===== src/hdl/b3cfg_pkg.sv =====
// constants for the third buck regulator configuration bank
// assumes a 32-bit classic wishbone bus, one register per aligned word
package b3cfg_pkg;

  // ****************************************
  // bus geometry
  // ****************************************
  localparam int B3CFG_ADR_W = 10;
  localparam int B3CFG_DAT_W = 32;

  // ****************************************
  // register indices, byte address is four times the index
  // ****************************************
  localparam logic [7:0] B3CFG_IDX_RUN = 8'h3c;
  localparam logic [7:0] B3CFG_IDX_STBY = 8'h3d;
  localparam logic [7:0] B3CFG_IDX_SLEEP = 8'h3e;
  localparam logic [7:0] B3CFG_IDX_MODE = 8'h3f;
  localparam logic [7:0] B3CFG_IDX_CONF = 8'h40;

  // ****************************************
  // reset values
  // ****************************************
  localparam logic [5:0] B3CFG_RST_SETPT = 6'h00;
  localparam logic [3:0] B3CFG_RST_MODE = 4'h8;
  localparam logic [7:0] B3CFG_RST_CONF = 8'h00;

  // ****************************************
  // field positions
  // ****************************************
  localparam int B3CFG_RANGE_BIT = 6;
  localparam int B3CFG_SLEEP_STATE_BIT = 5;
  localparam int B3CFG_ILIM_BIT = 0;
  localparam int B3CFG_FREQ_LSB = 2;
  localparam int B3CFG_PHASE_LSB = 4;
  localparam int B3CFG_SLEW_LSB = 6;

  // ****************************************
  // set-point decode, millivolts
  // ****************************************
  localparam logic [6:0] B3CFG_LOW_FIRST = 7'h09;
  localparam logic [6:0] B3CFG_HIGH_FIRST = 7'h40;
  localparam logic [6:0] B3CFG_HIGH_LAST = 7'h72;
  localparam logic [11:0] B3CFG_LOW_BASE_MV = 12'h271;
  localparam logic [11:0] B3CFG_LOW_STEP_MV = 12'h019;
  localparam logic [11:0] B3CFG_HIGH_BASE_MV = 12'h320;
  localparam logic [11:0] B3CFG_HIGH_STEP_MV = 12'h032;

  typedef enum logic [1:0] {
    B3CFG_RUN,
    B3CFG_STANDBY,
    B3CFG_SLEEP
  } b3cfg_pstate_type;

endpackage


===== src/hdl/b3cfg_regs.sv =====
// register bank and set-point decode for the third buck regulator
// assumes a classic wishbone master on mclk; fuse and power-state pins are asynchronous
`timescale 1ns/1ns

module b3cfg_regs
  import b3cfg_pkg::*;
(
  // clock and reset
  input wire logic mclk,
  input wire logic rst,
  // wishbone slave
  input wire logic wb_cyc_i,
  input wire logic wb_stb_i,
  input wire logic wb_we_i,
  input wire logic [B3CFG_ADR_W-1:0] wb_adr_i,
  input wire logic [3:0] wb_sel_i,
  input wire logic [B3CFG_DAT_W-1:0] wb_dat_i,
  output logic [B3CFG_DAT_W-1:0] wb_dat_o,
  output logic wb_ack_o,
  // fuse and power state pins
  input wire logic fuse_range_high,
  input wire logic standby_req,
  input wire logic sleep_req,
  // regulator controls
  output logic [6:0] buck3_active_code,
  output logic [11:0] buck3_vout_mv,
  output logic buck3_code_reserved,
  output logic buck3_enable,
  output logic buck3_pfm_force,
  output logic [3:0] buck3_switching_mode,
  output logic buck3_current_limit_low,
  output logic [1:0] buck3_frequency_sel,
  output logic [1:0] buck3_phase_clock_sel,
  output logic [1:0] buck3_slew_speed_sel
);

  // ****************************************
  // pin synchronisers
  // ****************************************
  logic [2:0] pin_meta_q;
  logic [2:0] pin_sync_q;

  always_ff @(posedge mclk) begin
    if (rst) begin
      pin_meta_q <= 3'h0;
      pin_sync_q <= 3'h0;
    end else begin
      pin_meta_q <= {sleep_req, standby_req, fuse_range_high};
      pin_sync_q <= pin_meta_q;
    end
  end

  logic range_high;
  logic standby_s;
  logic sleep_s;
  assign range_high = pin_sync_q[0];
  assign standby_s = pin_sync_q[1];
  assign sleep_s = pin_sync_q[2];

  // ****************************************
  // bus slave
  // ****************************************
  // answer one cycle after the request, then drop for a cycle
  logic ack_q;
  logic req;
  logic wr_en;
  logic [7:0] idx;

  assign req = wb_cyc_i && wb_stb_i && !ack_q;
  assign wr_en = req && wb_we_i && wb_sel_i[0];
  assign idx = wb_adr_i[9:2];
  assign wb_ack_o = ack_q;

  always_ff @(posedge mclk) begin
    if (rst) begin
      ack_q <= 1'b0;
    end else begin
      ack_q <= req;
    end
  end

  // ****************************************
  // registers
  // ****************************************
  logic [5:0] run_code_q;
  logic [5:0] stby_code_q;
  logic [5:0] sleep_code_q;
  logic [3:0] mode_q;
  logic sleep_state_q;
  logic [7:0] conf_q;

  always_ff @(posedge mclk) begin
    if (rst) begin
      run_code_q <= B3CFG_RST_SETPT;
      stby_code_q <= B3CFG_RST_SETPT;
      sleep_code_q <= B3CFG_RST_SETPT;
    end else if (wr_en) begin
      if (idx == B3CFG_IDX_RUN) begin
        run_code_q <= wb_dat_i[5:0];
      end
      if (idx == B3CFG_IDX_STBY) begin
        stby_code_q <= wb_dat_i[5:0];
      end
      if (idx == B3CFG_IDX_SLEEP) begin
        sleep_code_q <= wb_dat_i[5:0];
      end
    end
  end

  always_ff @(posedge mclk) begin
    if (rst) begin
      mode_q <= B3CFG_RST_MODE;
      sleep_state_q <= 1'b0;
    end else if (wr_en && idx == B3CFG_IDX_MODE) begin
      mode_q <= wb_dat_i[3:0];
      sleep_state_q <= wb_dat_i[B3CFG_SLEEP_STATE_BIT];
    end
  end

  // the unused bit 1 is kept writable as the bank shows it
  always_ff @(posedge mclk) begin
    if (rst) begin
      conf_q <= B3CFG_RST_CONF;
    end else if (wr_en && idx == B3CFG_IDX_CONF) begin
      conf_q <= wb_dat_i[7:0];
    end
  end

  // ****************************************
  // read path
  // ****************************************
  logic [7:0] rd_mux;

  always_comb begin
    rd_mux = 8'h00;
    unique case (idx)
      B3CFG_IDX_RUN: rd_mux = {1'b0, range_high, run_code_q};
      B3CFG_IDX_STBY: rd_mux = {1'b0, range_high, stby_code_q};
      B3CFG_IDX_SLEEP: rd_mux = {1'b0, range_high, sleep_code_q};
      B3CFG_IDX_MODE: rd_mux = {2'b00, sleep_state_q, 1'b0, mode_q};
      B3CFG_IDX_CONF: rd_mux = conf_q;
      default: rd_mux = 8'h00;
    endcase
  end

  always_ff @(posedge mclk) begin
    if (rst) begin
      wb_dat_o <= '0;
    end else if (req && !wb_we_i) begin
      wb_dat_o <= {24'h000000, rd_mux};
    end
  end

  // ****************************************
  // power state
  // ****************************************
  // sleep outranks standby when both pins are up
  b3cfg_pstate_type pstate_q;

  always_ff @(posedge mclk) begin
    if (rst) begin
      pstate_q <= B3CFG_RUN;
    end else if (sleep_s) begin
      pstate_q <= B3CFG_SLEEP;
    end else if (standby_s) begin
      pstate_q <= B3CFG_STANDBY;
    end else begin
      pstate_q <= B3CFG_RUN;
    end
  end

  // ****************************************
  // set-point decode
  // ****************************************
  logic [6:0] code_d;
  logic [11:0] mv_d;
  logic rsvd_d;

  // the spare fourth state code falls back to the run set point, so no latch is inferred
  always_comb begin
    code_d = {range_high, run_code_q};
    unique case (pstate_q)
      B3CFG_RUN: code_d = {range_high, run_code_q};
      B3CFG_STANDBY: code_d = {range_high, stby_code_q};
      B3CFG_SLEEP: code_d = {range_high, sleep_code_q};
    endcase
  end

  always_comb begin
    mv_d = 12'h000;
    rsvd_d = 1'b0;
    if (code_d[6]) begin
      rsvd_d = code_d > B3CFG_HIGH_LAST;
      if (!rsvd_d) begin
        mv_d = B3CFG_HIGH_BASE_MV
             + B3CFG_HIGH_STEP_MV * {5'h00, 7'(code_d - B3CFG_HIGH_FIRST)};
      end
    end else begin
      // low codes under nine not valid
      rsvd_d = code_d < B3CFG_LOW_FIRST;
      if (!rsvd_d) begin
        mv_d = B3CFG_LOW_BASE_MV
             + B3CFG_LOW_STEP_MV * {5'h00, 7'(code_d - B3CFG_LOW_FIRST)};
      end
    end
  end

  // ****************************************
  // regulator outputs
  // ****************************************
  always_ff @(posedge mclk) begin
    if (rst) begin
      buck3_active_code <= 7'h00;
      buck3_vout_mv <= 12'h000;
      buck3_code_reserved <= 1'b1;
    end else begin
      buck3_active_code <= code_d;
      buck3_vout_mv <= mv_d;
      buck3_code_reserved <= rsvd_d;
    end
  end

  always_ff @(posedge mclk) begin
    if (rst) begin
      buck3_enable <= 1'b0;
      buck3_pfm_force <= 1'b0;
    end else begin
      buck3_enable <= (pstate_q != B3CFG_SLEEP) || sleep_state_q;
      buck3_pfm_force <= (pstate_q == B3CFG_SLEEP) && sleep_state_q;
    end
  end

  always_ff @(posedge mclk) begin
    if (rst) begin
      buck3_switching_mode <= B3CFG_RST_MODE;
      buck3_current_limit_low <= 1'b0;
      buck3_frequency_sel <= 2'h0;
      buck3_phase_clock_sel <= 2'h0;
      buck3_slew_speed_sel <= 2'h0;
    end else begin
      buck3_switching_mode <= mode_q;
      buck3_current_limit_low <= conf_q[B3CFG_ILIM_BIT];
      buck3_frequency_sel <= conf_q[B3CFG_FREQ_LSB +: 2];
      buck3_phase_clock_sel <= conf_q[B3CFG_PHASE_LSB +: 2];
      buck3_slew_speed_sel <= conf_q[B3CFG_SLEW_LSB +: 2];
    end
  end
endmodule // b3cfg_regs


===== config.mk =====
export PLATFORM = sky130hd
export DESIGN_NAME = b3cfg_regs
export DESIGN_NICKNAME = d
export VERILOG_FILES = /design/src/hdl/b3cfg_pkg.sv /design/src/hdl/b3cfg_regs.sv
export SDC_FILE = /design/constraint.sdc
export NUM_CORES = 1
export LEC_CHECK = 0
export ABC_AREA = 1
export BUFFER_PORTS_ARGS = -buffer_cell sky130_fd_sc_hd__clkbuf_2
export CELL_PAD_IN_SITES_DETAIL_PLACEMENT = 0
export CELL_PAD_IN_SITES_GLOBAL_PLACEMENT = 1
export CORE_MARGIN = 8
export CORE_UTILIZATION = 28
export CTS_CLUSTER_DIAMETER = 80
export DETAILED_ROUTE_END_ITERATION = 6
export PLACE_DENSITY = 0.66
export SLEW_MARGIN = 10
export SYNTH_ARGS = -nofsm -noshare
export SYNTH_HDL_FRONTEND = slang
export SYNTH_SLANG_ARGS = --single-unit
export TNS_END_PERCENT = 30

===== constraint.sdc =====
create_clock -name mclk -period 4.7 [get_ports mclk]
set_input_delay 0.94 -clock mclk [delete_from_list [all_inputs] [get_ports mclk]]
set_output_delay 0.94 -clock mclk [all_outputs]
set_load 0.01 [all_outputs]

* Yosys cells after proc, flatten, opt, wreduce, memory -nomap -nowiden
Index checks and enable logic that the tools add are counted.
** Cells by class
- Order comparisons :: 2
- Mux-type cells :: 8
- Add/subtract/negate cells :: 4
- Multiply operators :: 2
- Equality and inequality tests :: 8
- Reduce and logical (&&, ||, !) cells :: 16
** Operators by type and width (number)
- 8-bit case mux with 5 select lines :: 1
- 12-bit two-way mux :: 3
- 8-bit by 6-bit equality test with 1-bit output, second input constant :: 4
- 10-bit by 12-bit adder with 12-bit output, first input constant :: 2
- 7-bit case mux with 3 select lines :: 1
- 5-bit by 7-bit multiplier with 12-bit output, first input constant :: 1
- 5-bit by 7-bit multiplier with 11-bit output, first input constant :: 1
- 8-bit by 7-bit equality test with 1-bit output, second input constant :: 1
- 1-bit logical AND :: 8
- 7-bit greater-than comparator, second input constant :: 1
- 7-bit by 4-bit less-than comparator with 1-bit output, second input constant :: 1
- 7-bit by 4-bit subtractor with 7-bit output, second input constant :: 1
- 7-bit subtractor, second input constant :: 1
- 2-bit AND reduction :: 3
- 2-bit by 1-bit equality test with 1-bit output, second input constant :: 1
- 2-bit equality test, second input constant :: 1
- 1-bit logical NOT :: 2
- 2-bit logical NOT :: 1
- 1-bit two-way mux :: 2
- 2-bit two-way mux :: 1
- 2-bit inequality test, second input constant :: 1
- 2-bit OR reduction :: 1
- 1-bit logical OR :: 1
** Storage, ports and cells
- Flip-flop bits (word level) :: 81
- Output and inout bits :: 66
- Word-level logic and storage cells :: 62
- Input port bits :: 54

* Depth between registers and ports, before layout
Gate-level depths: netlist of run 1.
- Depth after elaboration :: 7
- Mapped depth :: 26
- Depth with buffers taken out :: 25

* Least setup slack after synthesis of run 1
No wires, ideal clock.
- Path kind :: register to register
- From :: register pstate_q[0]
- To :: register buck3_vout_mv[11]
- Cell stages (with the launch flop) :: 23
- Clock period less this slack :: 4.133 ns
- Required time :: 4.587 ns
- Setup time :: 0.113 ns
- Path slack :: 0.567 ns
- Arrival :: 4.020 ns
- Path buffers :: 0
- Cell sequence :: dfxtp_1 inv_1 ha_1 inv_2 o21ai_0 ha_1 inv_1 o21ai_2 xor2_1 inv_1 ha_1 inv_1 fa_1 ha_1 ha_1 a21oi_1 nand2_1 nand2_1 nand2_1 o21ai_0 nand2_1 nand3_1 nand2_1
** Between the ends
- Word-level cells in the longest chain between the ends :: 7
- Elaborated cells between the ends (all ways) :: 15
- Classes of those cells :: add/sub: 4; mul: 2; order compare: 2; eq/ne: 2; mux: 4; reduce/logical: 1
** Ends and longest elaborated chain
- from (decl) :: line b3cfg_regs.sv:158 : b3cfg_pstate_type pstate_q;
- from (signal assigned) :: line b3cfg_regs.sv:162 : pstate_q <= B3CFG_RUN;
- from (signal assigned) :: line b3cfg_regs.sv:164 : pstate_q <= B3CFG_SLEEP;
- from (signal assigned) :: line b3cfg_regs.sv:166 : pstate_q <= B3CFG_STANDBY;
- 2-bit equality test, or another cell as far along :: line b3cfg_regs.sv:182 : unique case (pstate_q)
- 7-bit case mux with 3 select lines * :: line b3cfg_regs.sv:182
- 7-bit by 4-bit subtractor with 7-bit output or 7-bit subtractor (tied branches) :: line b3cfg_regs.sv:203, b3cfg_regs.sv:196
- 5-bit by 7-bit multiplier with 12-bit output or 5-bit by 7-bit multiplier with 11-bit output (tied branches) :: line b3cfg_regs.sv:203, b3cfg_regs.sv:196
- 10-bit by 12-bit adder with 12-bit output (on tied branches) :: line b3cfg_regs.sv:203, b3cfg_regs.sv:196
- 12-bit two-way mux (on tied branches) :: line b3cfg_regs.sv:201, b3cfg_regs.sv:194
- 12-bit two-way mux * :: line b3cfg_regs.sv:192 : if (code_d[6]) begin
- to (signal assigned) :: line b3cfg_regs.sv:218 : buck3_vout_mv <= mv_d;
- to (decl) :: line b3cfg_regs.sv:26 : output logic [11:0] buck3_vout_mv,
Every way passes the cells marked *; elsewhere a longest branch is shown, timed or not. The select of a mux whose other input is x is not followed.
A chain may end at the register's enable or synchronous reset.

* Worst setup path after layout of run 1
Same ends and word-level chain as after synthesis.

==> out/metrics.csv, run 1 <==
metric,value,unit
status,completed,
hp-start,pin_meta_q[1],
grtUsageTotal,11.53,%
place_ws,0.2645,ns
report.final.slew_viol_count,0,
busiest_layer,met2,
cts_tree,built,
met1_usage,14.68,%
die_area,22380,um^2
synth_common_cells,"nand2_1 (124), inv_1 (83), dfxtp_1 (81), nor2_1 (80), ha_1 (61)",
cts.htree.levels,3,
gp_congestion,0.7781,
fin_nets,857,
cts_made_buffers,9,
ys_top_cells_by_area,"dfxtp_1 (32%), ha_1 (15%), nand2_1 (9.3%)",
diodes,0,
dr.pass1.iters,4,
grt_pass1_vias,4056,
pin_count,120,
synthArstFlopShare,0,%
cp.arrival,4.56,ns
ys_seq_area_share,32.45,%
cts_max_path_buffers,2,
crit_slowest_cell,fa_1,
dp_hpwl,9.984,mm
layout-drive-gt1-share,17.79,%
drc_errors,0,
area_growth,17.45,%
critPathRequiredTime,4.93,ns
p_per_area,375.7,nW/um^2
fin_crit_sh,92.09,%
worstSkewPairLatency,0.35,ns
synth_area_leader_cell,dfxtp_1,
reg2reg_to,buck3_vout_mv[11],
end_kind,register,
clockRootBuffer,clkbuf_16,
port_buffers,66,
clock.fmax,231.0,MHz
grtUsageMet3,2.721,%
setup_slack,0.3717,ns
setup_viol_count_final,0,
grt_max_degree,38,
ys_ff_latch,81,
core_area,17720,um^2
grt_pass1_wl,20.36,mm
path_max_fanout,10,
post_drt_wl_per_cell,13.08,um
n_fill_cell,1927,
synth.most_common_cell,nand2_1,
r2r_slack,0.37,ns
yosysWarnings,0,
fin_tns_setup,0,ns
hold_depth,2,
hold_path_class,register to register,
synth-edff-count,0,
r2r_start,pstate_q[0],
utilization,33.13,%
path_clk_slew,0.06,ns
layout_min_cycle_time,4.328,ns
crit_chain,inv_1 -> ha_1 -> inv_4 -> nand3_1 -> o21ai_1 -> buf_4 -> ha_1 -> inv_1 -> o21ai_2 -> xor2_1 -> inv_1 -> ha_1 -> inv_1 -> fa_1 -> ha_1 -> ha_1 -> a21oi_1 -> nand2_1 -> nand2_1 -> nand2_1 -> o21ai_0 -> nand2_1 -> nand3_1 -> nand2_1,
drt_iter0_drc,218,
die_w,149.6,um
rsz0062_at_grt,false,
synth_flop_cell,dfxtp_1,
synth_cells,668,
fin_worst_skew,0.01477,ns
core.rowCount,49,
clock-sinks,81,
grt_antenna_before_repair,0,
die_h,149.6,um
cap_violations,0,
whs,0.4019,ns
vdd_drop_max,0.1988,mV
tightest_slew,0.9494,ns
slew_headroom,36.64,%
grt_util_met2,18.92,%
start_kind,register,
syn_avg_cell_area,7.481,um^2
synth.top_cell.area_share,32.45,%
critical_path_class,register to register,
vias,4165,
initial_core_util,28.20,%
slowest_delay,0.42,ns
syn_area,4997,um^2
p_leak,3.019,nW
hold_viol,0,
grt-ovfl-total,0,
vias_per_cell,4.289,
drt-total-wl,12.70,mm
antenna_left,0,
ys_types,37,
whs_endpoint,pin_sync_q[1],
reg2reg_depth,24,
power,0.002205,W
[critical path: cells and delay by family, from the launching register on]
kind | cells | cell delay, ns
adders and majority gates | 6 | 1.88
and+or+nand+nor | 7 | 0.60
buffers and inverters | 6 | 0.59
AOI/OAI and AO/OA | 4 | 0.56
DFF | 1 | 0.33
xor gates and xnor gates | 1 | 0.25
[metal layers]
layer | vias to the layer above | wire length [um]
li1 | 2220 | -
met1 | 1871 | 6039
met2 | 65 | 5991
met3 | 9 | 532
met4 | 0 | 136
met5 | - | 0
[power by group]
group,leakage (nW),switching [W],internal [W],total (W)
Combinational,2.20,0.000400,0.000265,0.000665
Sequential,0.657,0.00000862,0.000713,0.000722
Clock,0.166,0.000299,0.000520,0.000819
Total,3.02,0.000707,0.00150,0.00221
[registers in the layout, indices dropped and copies added (netlist names), 2 cells and up]
register and count:
wb_dat_o 8, run_code_q 6, stby_code_q 6, mode_q 4, pstate_q 2, buck3_switching_mode 4
buck3_vout_mv 12, buck3_phase_clock_sel 2, sleep_code_q 6, buck3_active_code 7, buck3_frequency_sel 2, buck3_slew_speed_sel 2
conf_q 8, pin_sync_q 3, pin_meta_q 3
[kinds of logic after synthesis]
logic type,Yosys count,synth area share (%)
simple gates,290,26.29
buf+inv,131,12.24
compound gates,87,9.790
flops,81,32.45
fa+ha+maj,65,16.88
xor+xnor,13,2.278
other cells,1,0.07504
[timing repair]
| action | in CTS | in global routing |
|---|---|---|
| setup buffers | 0 | 1 |
| resized for setup | 0 | 7 |
| setup endpoints to repair | 0 | 3 |
| hold buffers | 0 | 0 |
[stage by stage]
stage | instance area, um^2 | std cells
after floorplan | 5084 | 691
after global placement | 5497 | 955
after detailed placement | 5497 | 955
after CTS | 5838 | 970
after global routing | 5869 | 971
final | 5869 | 971
[cell usage in the layout, fill, tap and decap left out, types with 4 or more instances in the layout]
cell type  count
a21oi_1       31
buf_4          9
clkbuf_16      9
clkbuf_2      66
conb_1        24
dfxtp_1       81
fa_1           4
ha_1          61
inv_1         82
inv_2          8
nand2_1      124
nand2_2        6
nand3_1       52
nand4_1        6
nor2_1        79
o21ai_0       41
xor2_1         8
[how the worst max path moves through the flow]
stage / from / endpoint
finish: pstate_q[0] / buck3_vout_mv[11]
global route: pstate_q[0] / buck3_vout_mv[11]
CTS: pstate_q[0] / buck3_vout_mv[10]
detailed placement: pstate_q[0] / buck3_vout_mv[10]
global placement: pstate_q[0] / buck3_vout_mv[10]
floorplan: pstate_q[0] / buck3_vout_mv[11]
[cell type report]
type | count | area, um^2 | area share [%]
Clock inverter | 6 | 116.4 | 1.983
Clock buffer | 9 | 225.2 | 3.837
Multi-Input combinational cell | 479 | 2872 | 48.92
Inverter | 92 | 350.3 | 5.969
Tap cell | 229 | 286.5 | 4.882
Timing Repair Buffer | 75 | 397.9 | 6.779
Sequential cell | 81 | 1622 | 27.63
Note: power is estimated with default switching activity, not from simulation.
==> inputs of run 2 (changes only) <==
- CORE_UTILIZATION: 28 -> 39
- PLACE_DENSITY: 0.66 -> 0.86
==> run 2 against run 1 <==
  * Global-route usage grew 3.3 points
  * First-iteration DRC count increased by 8.3%
  * Final area decreased by 1.2%
  * Sequential share of layout area increased by 0.34 points
  * Sequential cell count unchanged
  * Core utilization increased by 13 points
  * Total power grew 0.12%
  * Clock-buffer cell count increased by 1
  * Sequential power about the same
  * Non-clock buffer count decreased by 1
  * Clock skew shrank 0.0044 ns
  * Critical path type unchanged
==> out/metrics.csv, run 2 (synthesis results as in run 1) <==
metric,value,unit
tightest_slew,0.9424,ns
swShare,31.70,%
slew_headroom,37.10,%
drt_iter0_drc,236,
end_kind,register,
largest_register,buck3_vout_mv,
cp.arrival,4.66,ns
grt_pass1_wl,19.85,mm
regArea,1622,um^2
critical_path_class,register to register,
fin_crit_sh,93.01,%
path_common_cell,ha_1,
seqPwrFrac,32.7,%
cts_tree,built,
clockRootBuffer,clkbuf_16,
power.net_switching,0.0006998,W
drc_errors,0,
power,0.002208,W
grt_max_degree,38,
cts.htree.levels,3,
place_area,5410,um^2
clock.fmax,228.8,MHz
layout_min_cycle_time,4.371,ns
start_kind,register,
initial_core_util,39.76,%
grt-ovfl-total,0,
largest_reg_flops,12,
cts_made_buffers,9,
dp.cells,896,
p_clk_share,37.1,%
path_max_fanout,9,
intPower,0.001508,W
grtUsageTotal,14.82,%
post_drt_wl_per_cell,13.19,um
dr.pass1.iters,4,
cts_max_path_buffers,2,
worstSkewPairLatency,0.34,ns
fin_nets,856,
drt-total-wl,12.05,mm
vdd_drop_max,0.2661,mV
reg_top3,"buck3_vout_mv x12, conf_q x8, wb_dat_o x8",
final_cell_mix,"nand2_1 (124), inv_1 (82), dfxtp_1 (81), nor2_1 (80), clkbuf_2 (66)",
grt_antenna_before_repair,0,
port_buffers,66,
rsz0062_at_grt,false,
p_leak,3.014,nW
grt_pass1_vias,4293,
finalNonFillerCells,914,
postCtsHoldBufs,0,
path_clk_slew,0.06,ns
die_h,129.2,um
crit_chain,inv_1 -> ha_1 -> inv_2 -> buf_4 -> o21ai_2 -> buf_4 -> inv_2 -> ha_1 -> o21bai_1 -> xor2_1 -> ha_1 -> ha_1 -> ha_1 -> ha_1 -> inv_1 -> o21bai_1 -> inv_1 -> nand2_1 -> xor2_1 -> nand3_1 -> nand2_1,
multi_input_area,2872,um^2
die_w,129.2,um
layout-drive-gt1-share,17.92,%
critPathRequiredTime,4.99,ns
hold_path_class,register to register,
setup_viol_count_final,0,
antenna_left,0,
dp_hpwl,9.443,mm
p_per_area,380.8,nW/um^2
layout_commonest_cell,nand2_1,
crit_slowest_cell,ha_1,
slowest_delay,0.36,ns
fin_worst_skew,0.01034,ns
clock-sinks,81,
fin_tns_setup,0,ns
vias_per_cell,4.690,
n_fill_cell,1269,
gp_congestion,0.8445,
diodes,0,
die_area,16690,um^2
fin_area,5798,um^2
hold_viol,0,
report.final.slew_viol_count,0,
status,completed,
pin_count,120,
vias,4287,
core_area,12570,um^2
comb_power_share,30.2,%
cap_violations,0,
core.rowCount,41,
area_growth,16.02,%
utilization,46.13,%
-- run 2: critical path: cells and delay by family (launching register included) --
kind / cells / cell delay, ns
adder cells (fa/ha/maj): 6 / 1.85
XOR/XNOR: 2 / 0.54
AO/OA/AOI/OAI: 3 / 0.54
buffers and inverters: 7 / 0.77
AND/OR/NAND/NOR: 3 / 0.30
flip-flops: 1 / 0.33
-- run 2: power groups by stage --
| stage | clock [W] | combinational, W | sequential, W |
|---|---|---|---|
| CTS | 0.000836 | 0.000654 | 0.000722 |
| global route | 0.000869 | 0.000758 | 0.000724 |
| floorplan | 0 | 0.000486 | 0.000749 |
| global placement | 0 | 0.000638 | 0.000737 |
| detailed placement | 0 | 0.000648 | 0.000738 |
| finish | 0.000819 | 0.000667 | 0.000722 |
-- run 2: final timing paths --
kind | from | end | slack (ns) | depth (start not counted)
hold reg to reg | pin_meta_q[0] | pin_sync_q[0] | 0.40 | 2
setup / recovery | pstate_q[0] | buck3_vout_mv[8] | 0.33 | 21
setup reg to reg | pstate_q[0] | buck3_vout_mv[8] | 0.33 | 21
hold / removal | pin_meta_q[0] | pin_sync_q[0] | 0.40 | 2
-- run 2: repair_timing --
action                     CTS  global route
gates resized for setup      0             8
setup endpoints to repair    0             5
buffers inserted             0             2
-- run 2: per-stage QoR --
stage	setup WS (ns)	hold WS, ns
global placement	0.1449	0.3907
CTS	0.02091	0.4037
floorplan	0.5671	0.3883
global route	0.04398	0.4158
detailed placement	0.04642	0.3935
finish	0.3287	0.4008
-- run 2: per-layer routing --
metal | global-route usage [%] | share of wire, %
met1 | 16.77 | 43
met2 | 27.08 | 51
met3 | 3.246 | 4.5
met4 | 4.492 | 1.3
met5 | 0 | 0
-- run 2: final cells by class --
cell class                      instances  share of cell area (%)
Clock inverter                          6                   1.942
Multi-Input combinational cell        479                   49.53
Tap cell                              172                   3.712
Timing Repair Buffer                   74                   6.733
Sequential cell                        81                   27.97
Clock buffer                           10                   4.122
Inverter                               92                   5.999
==> inputs of run 3 (changes only) <==
- CORE_UTILIZATION: 39 -> 35
- PLACE_DENSITY: 0.86 -> 0.79
==> run 3 against run 2 <==
  * Critical path depth grew 2
  * Sequential cell count is the same
  * Combinational power shrank 2%
  * Clock skew shrank 0.0019 ns
  * Final area shrank 0.99%
  * Sequential power is essentially flat
  * Register-to-register slack gained 0.03 ns
  * Setup slack gained 0.027 ns
  * Routed wire length shrank 0.80%
  * Clock power shrank 9.6%
  * Non-clock buffer count shrank 2
  * Critical endpoint is now buck3_vout_mv[10]
  * Largest cell class unchanged
  * Largest power group unchanged
  * Highest routed layer unchanged
==> out/metrics.csv, run 3 (synthesis results as in run 1) <==
metric,value,unit
status,completed,
comb_power_share,30.9,%
hold_path_class,register to register,
cts.htree.levels,3,
clock-sinks,81,
fin_worst_skew,0.008420,ns
grt_pass1_wl,19.88,mm
cts_resized,0,
seqPwrFrac,34.1,%
layout_commonest_cell,nand2_1,
r2r_slack,0.36,ns
reg_top3,"buck3_vout_mv x12, conf_q x8, wb_dat_o x8",
initial_core_util,35.86,%
power.net_switching,0.0007080,W
start_kind,register,
core.rowCount,43,
layout_min_cycle_time,4.345,ns
cts_max_path_buffers,2,
largest_register,buck3_vout_mv,
clock.fmax,230.2,MHz
core_area,13930,um^2
p_leak,2.981,nW
grt_antenna_before_repair,0,
whs_endpoint,pin_sync_q[2],
slew_headroom,35.23,%
critical_path_class,register to register,
worstSkewPairLatency,0.35,ns
vias_per_cell,4.511,
tightest_slew,0.9706,ns
path_buf_inv,4,
post-cts-setup-buffers,0,
reg2reg_to,buck3_vout_mv[10],
hold_depth,2,
post_drt_wl_per_cell,13.00,um
cpLargestDelayFamily,adder cells,
layout-drive-gt1-share,17.30,%
fin_nets,854,
area_growth,14.87,%
cp.arrival,4.58,ns
end_kind,register,
clockRootBuffer,clkbuf_16,
final_cell_mix,"nand2_1 (124), inv_1 (82), dfxtp_1 (81), nor2_1 (80), clkbuf_2 (66)",
hold_viol,0,
report.final.slew_viol_count,0,
grt_pass1_vias,4077,
die_area,18360,um^2
reg2reg_depth,23,
crit_chain,inv_1 -> ha_1 -> inv_2 -> nand3_1 -> o21ai_0 -> buf_4 -> ha_1 -> o21ai_2 -> nand2_1 -> nand2_1 -> xor2_1 -> ha_1 -> fa_1 -> ha_1 -> ha_1 -> nand2_1 -> inv_1 -> a21oi_1 -> nand2_1 -> nand2_1 -> nand2_1 -> nand3_1 -> nand2_1,
crit_slowest_cell,fa_1,
port_buffers,66,
antenna_left,0,
swShare,33.46,%
path_common_cell,nand2_1,
pin_count,120,
drt-total-wl,11.96,mm
fin_crit_sh,92.44,%
cap_violations,0,
cts_tree,built,
gp_congestion,0.8092,
critPathRequiredTime,4.94,ns
utilization,41.20,%
die_w,135.5,um
p_per_area,368.6,nW/um^2
drt_iter0_drc,150,
hp-start,pin_meta_q[2],
rsz0062_at_grt,false,
grt-ovfl-total,0,
largest_reg_flops,12,
dr.pass1.iters,4,
drc_errors,0,
dp_hpwl,9.390,mm
p_clk_share,35.0,%
setup_viol_count_final,0,
fin_tns_setup,0,ns
grtUsageTotal,13.52,%
cts_made_buffers,9,
slowest_delay,0.42,ns
path_clk_slew,0.06,ns
vias,4150,
vdd_drop_max,0.1813,mV
path_max_fanout,10,
grt_max_degree,38,
postCtsHoldBufs,0,
intPower,0.001408,W
r2r_start,pstate_q[0],
diodes,0,
die_h,135.5,um
run 3: worst max-delay path by stage:
stage	end	depth (start not counted)	slack [ns]	startpoint
global route	buck3_vout_mv[11]	23	0.03	pstate_q[0]
floorplan	buck3_vout_mv[11]	22	0.57	pstate_q[0]
global placement	buck3_vout_mv[10]	21	0.1	pstate_q[0]
CTS	buck3_vout_mv[10]	21	0.05	pstate_q[0]
finish	buck3_vout_mv[10]	23	0.36	pstate_q[0]
detailed placement	buck3_vout_mv[10]	21	0.07	pstate_q[0]
run 3: power groups by stage:
stage                     combinational, W  clock, W  sequential, W
final                             0.000654  0.000740       0.000722
after global routing              0.000751  0.000793       0.000725
after CTS                         0.000666  0.000762       0.000722
after detailed placement          0.000663         0       0.000738
after global placement            0.000662         0       0.000737
after floorplan                   0.000486         0       0.000749
run 3: worst reg2reg max path: stages (launching register included):
cell and delay (ns):
dfxtp_1 0.33, inv_1 0.05, ha_1 0.35, inv_2 0.22, nand3_1 0.13, o21ai_0 0.16, buf_4 0.22, ha_1 0.19
o21ai_2 0.09, nand2_1 0.08, nand2_1 0.05, xor2_1 0.37, ha_1 0.24, fa_1 0.42, ha_1 0.31, ha_1 0.36
nand2_1 0.08, inv_1 0.05, a21oi_1 0.18, nand2_1 0.07, nand2_1 0.06, nand2_1 0.06, nand3_1 0.10, nand2_1 0.06
run 3: metal layers:
metal  vias up  wire [um]  GRT usage, %
met5         -          0             0
met4         0         99         3.516
met3         9        512         3.264
met2        80       5775         22.42
met1      1839       5571         17.15
li1       2222          -             -
run 3: area by class of cell:
cell class                 instances  area, um^2
multi-input combinational        479        2858
tap                              180       225.2
clock inverter                     6       73.82
clock buffer                      10       239.0
sequential                        81        1622
inverter                          92       347.8
fill                            1491        8194
timing repair buffer              72       375.4
run 3: stage by stage:
stage	cells	hold slack, ns	power [W]	setup slack, ns	area [um^2]
floorplan	691	0.3883	0.001235	0.5671	5084
finish	920	0.4001	0.002116	0.3555	5741
global route	920	0.4236	0.002268	0.02969	5741
detailed placement	904	0.3929	0.001401	0.07156	5420
global placement	904	0.3904	0.001400	0.09986	5420
CTS	920	0.4023	0.002151	0.05372	5733
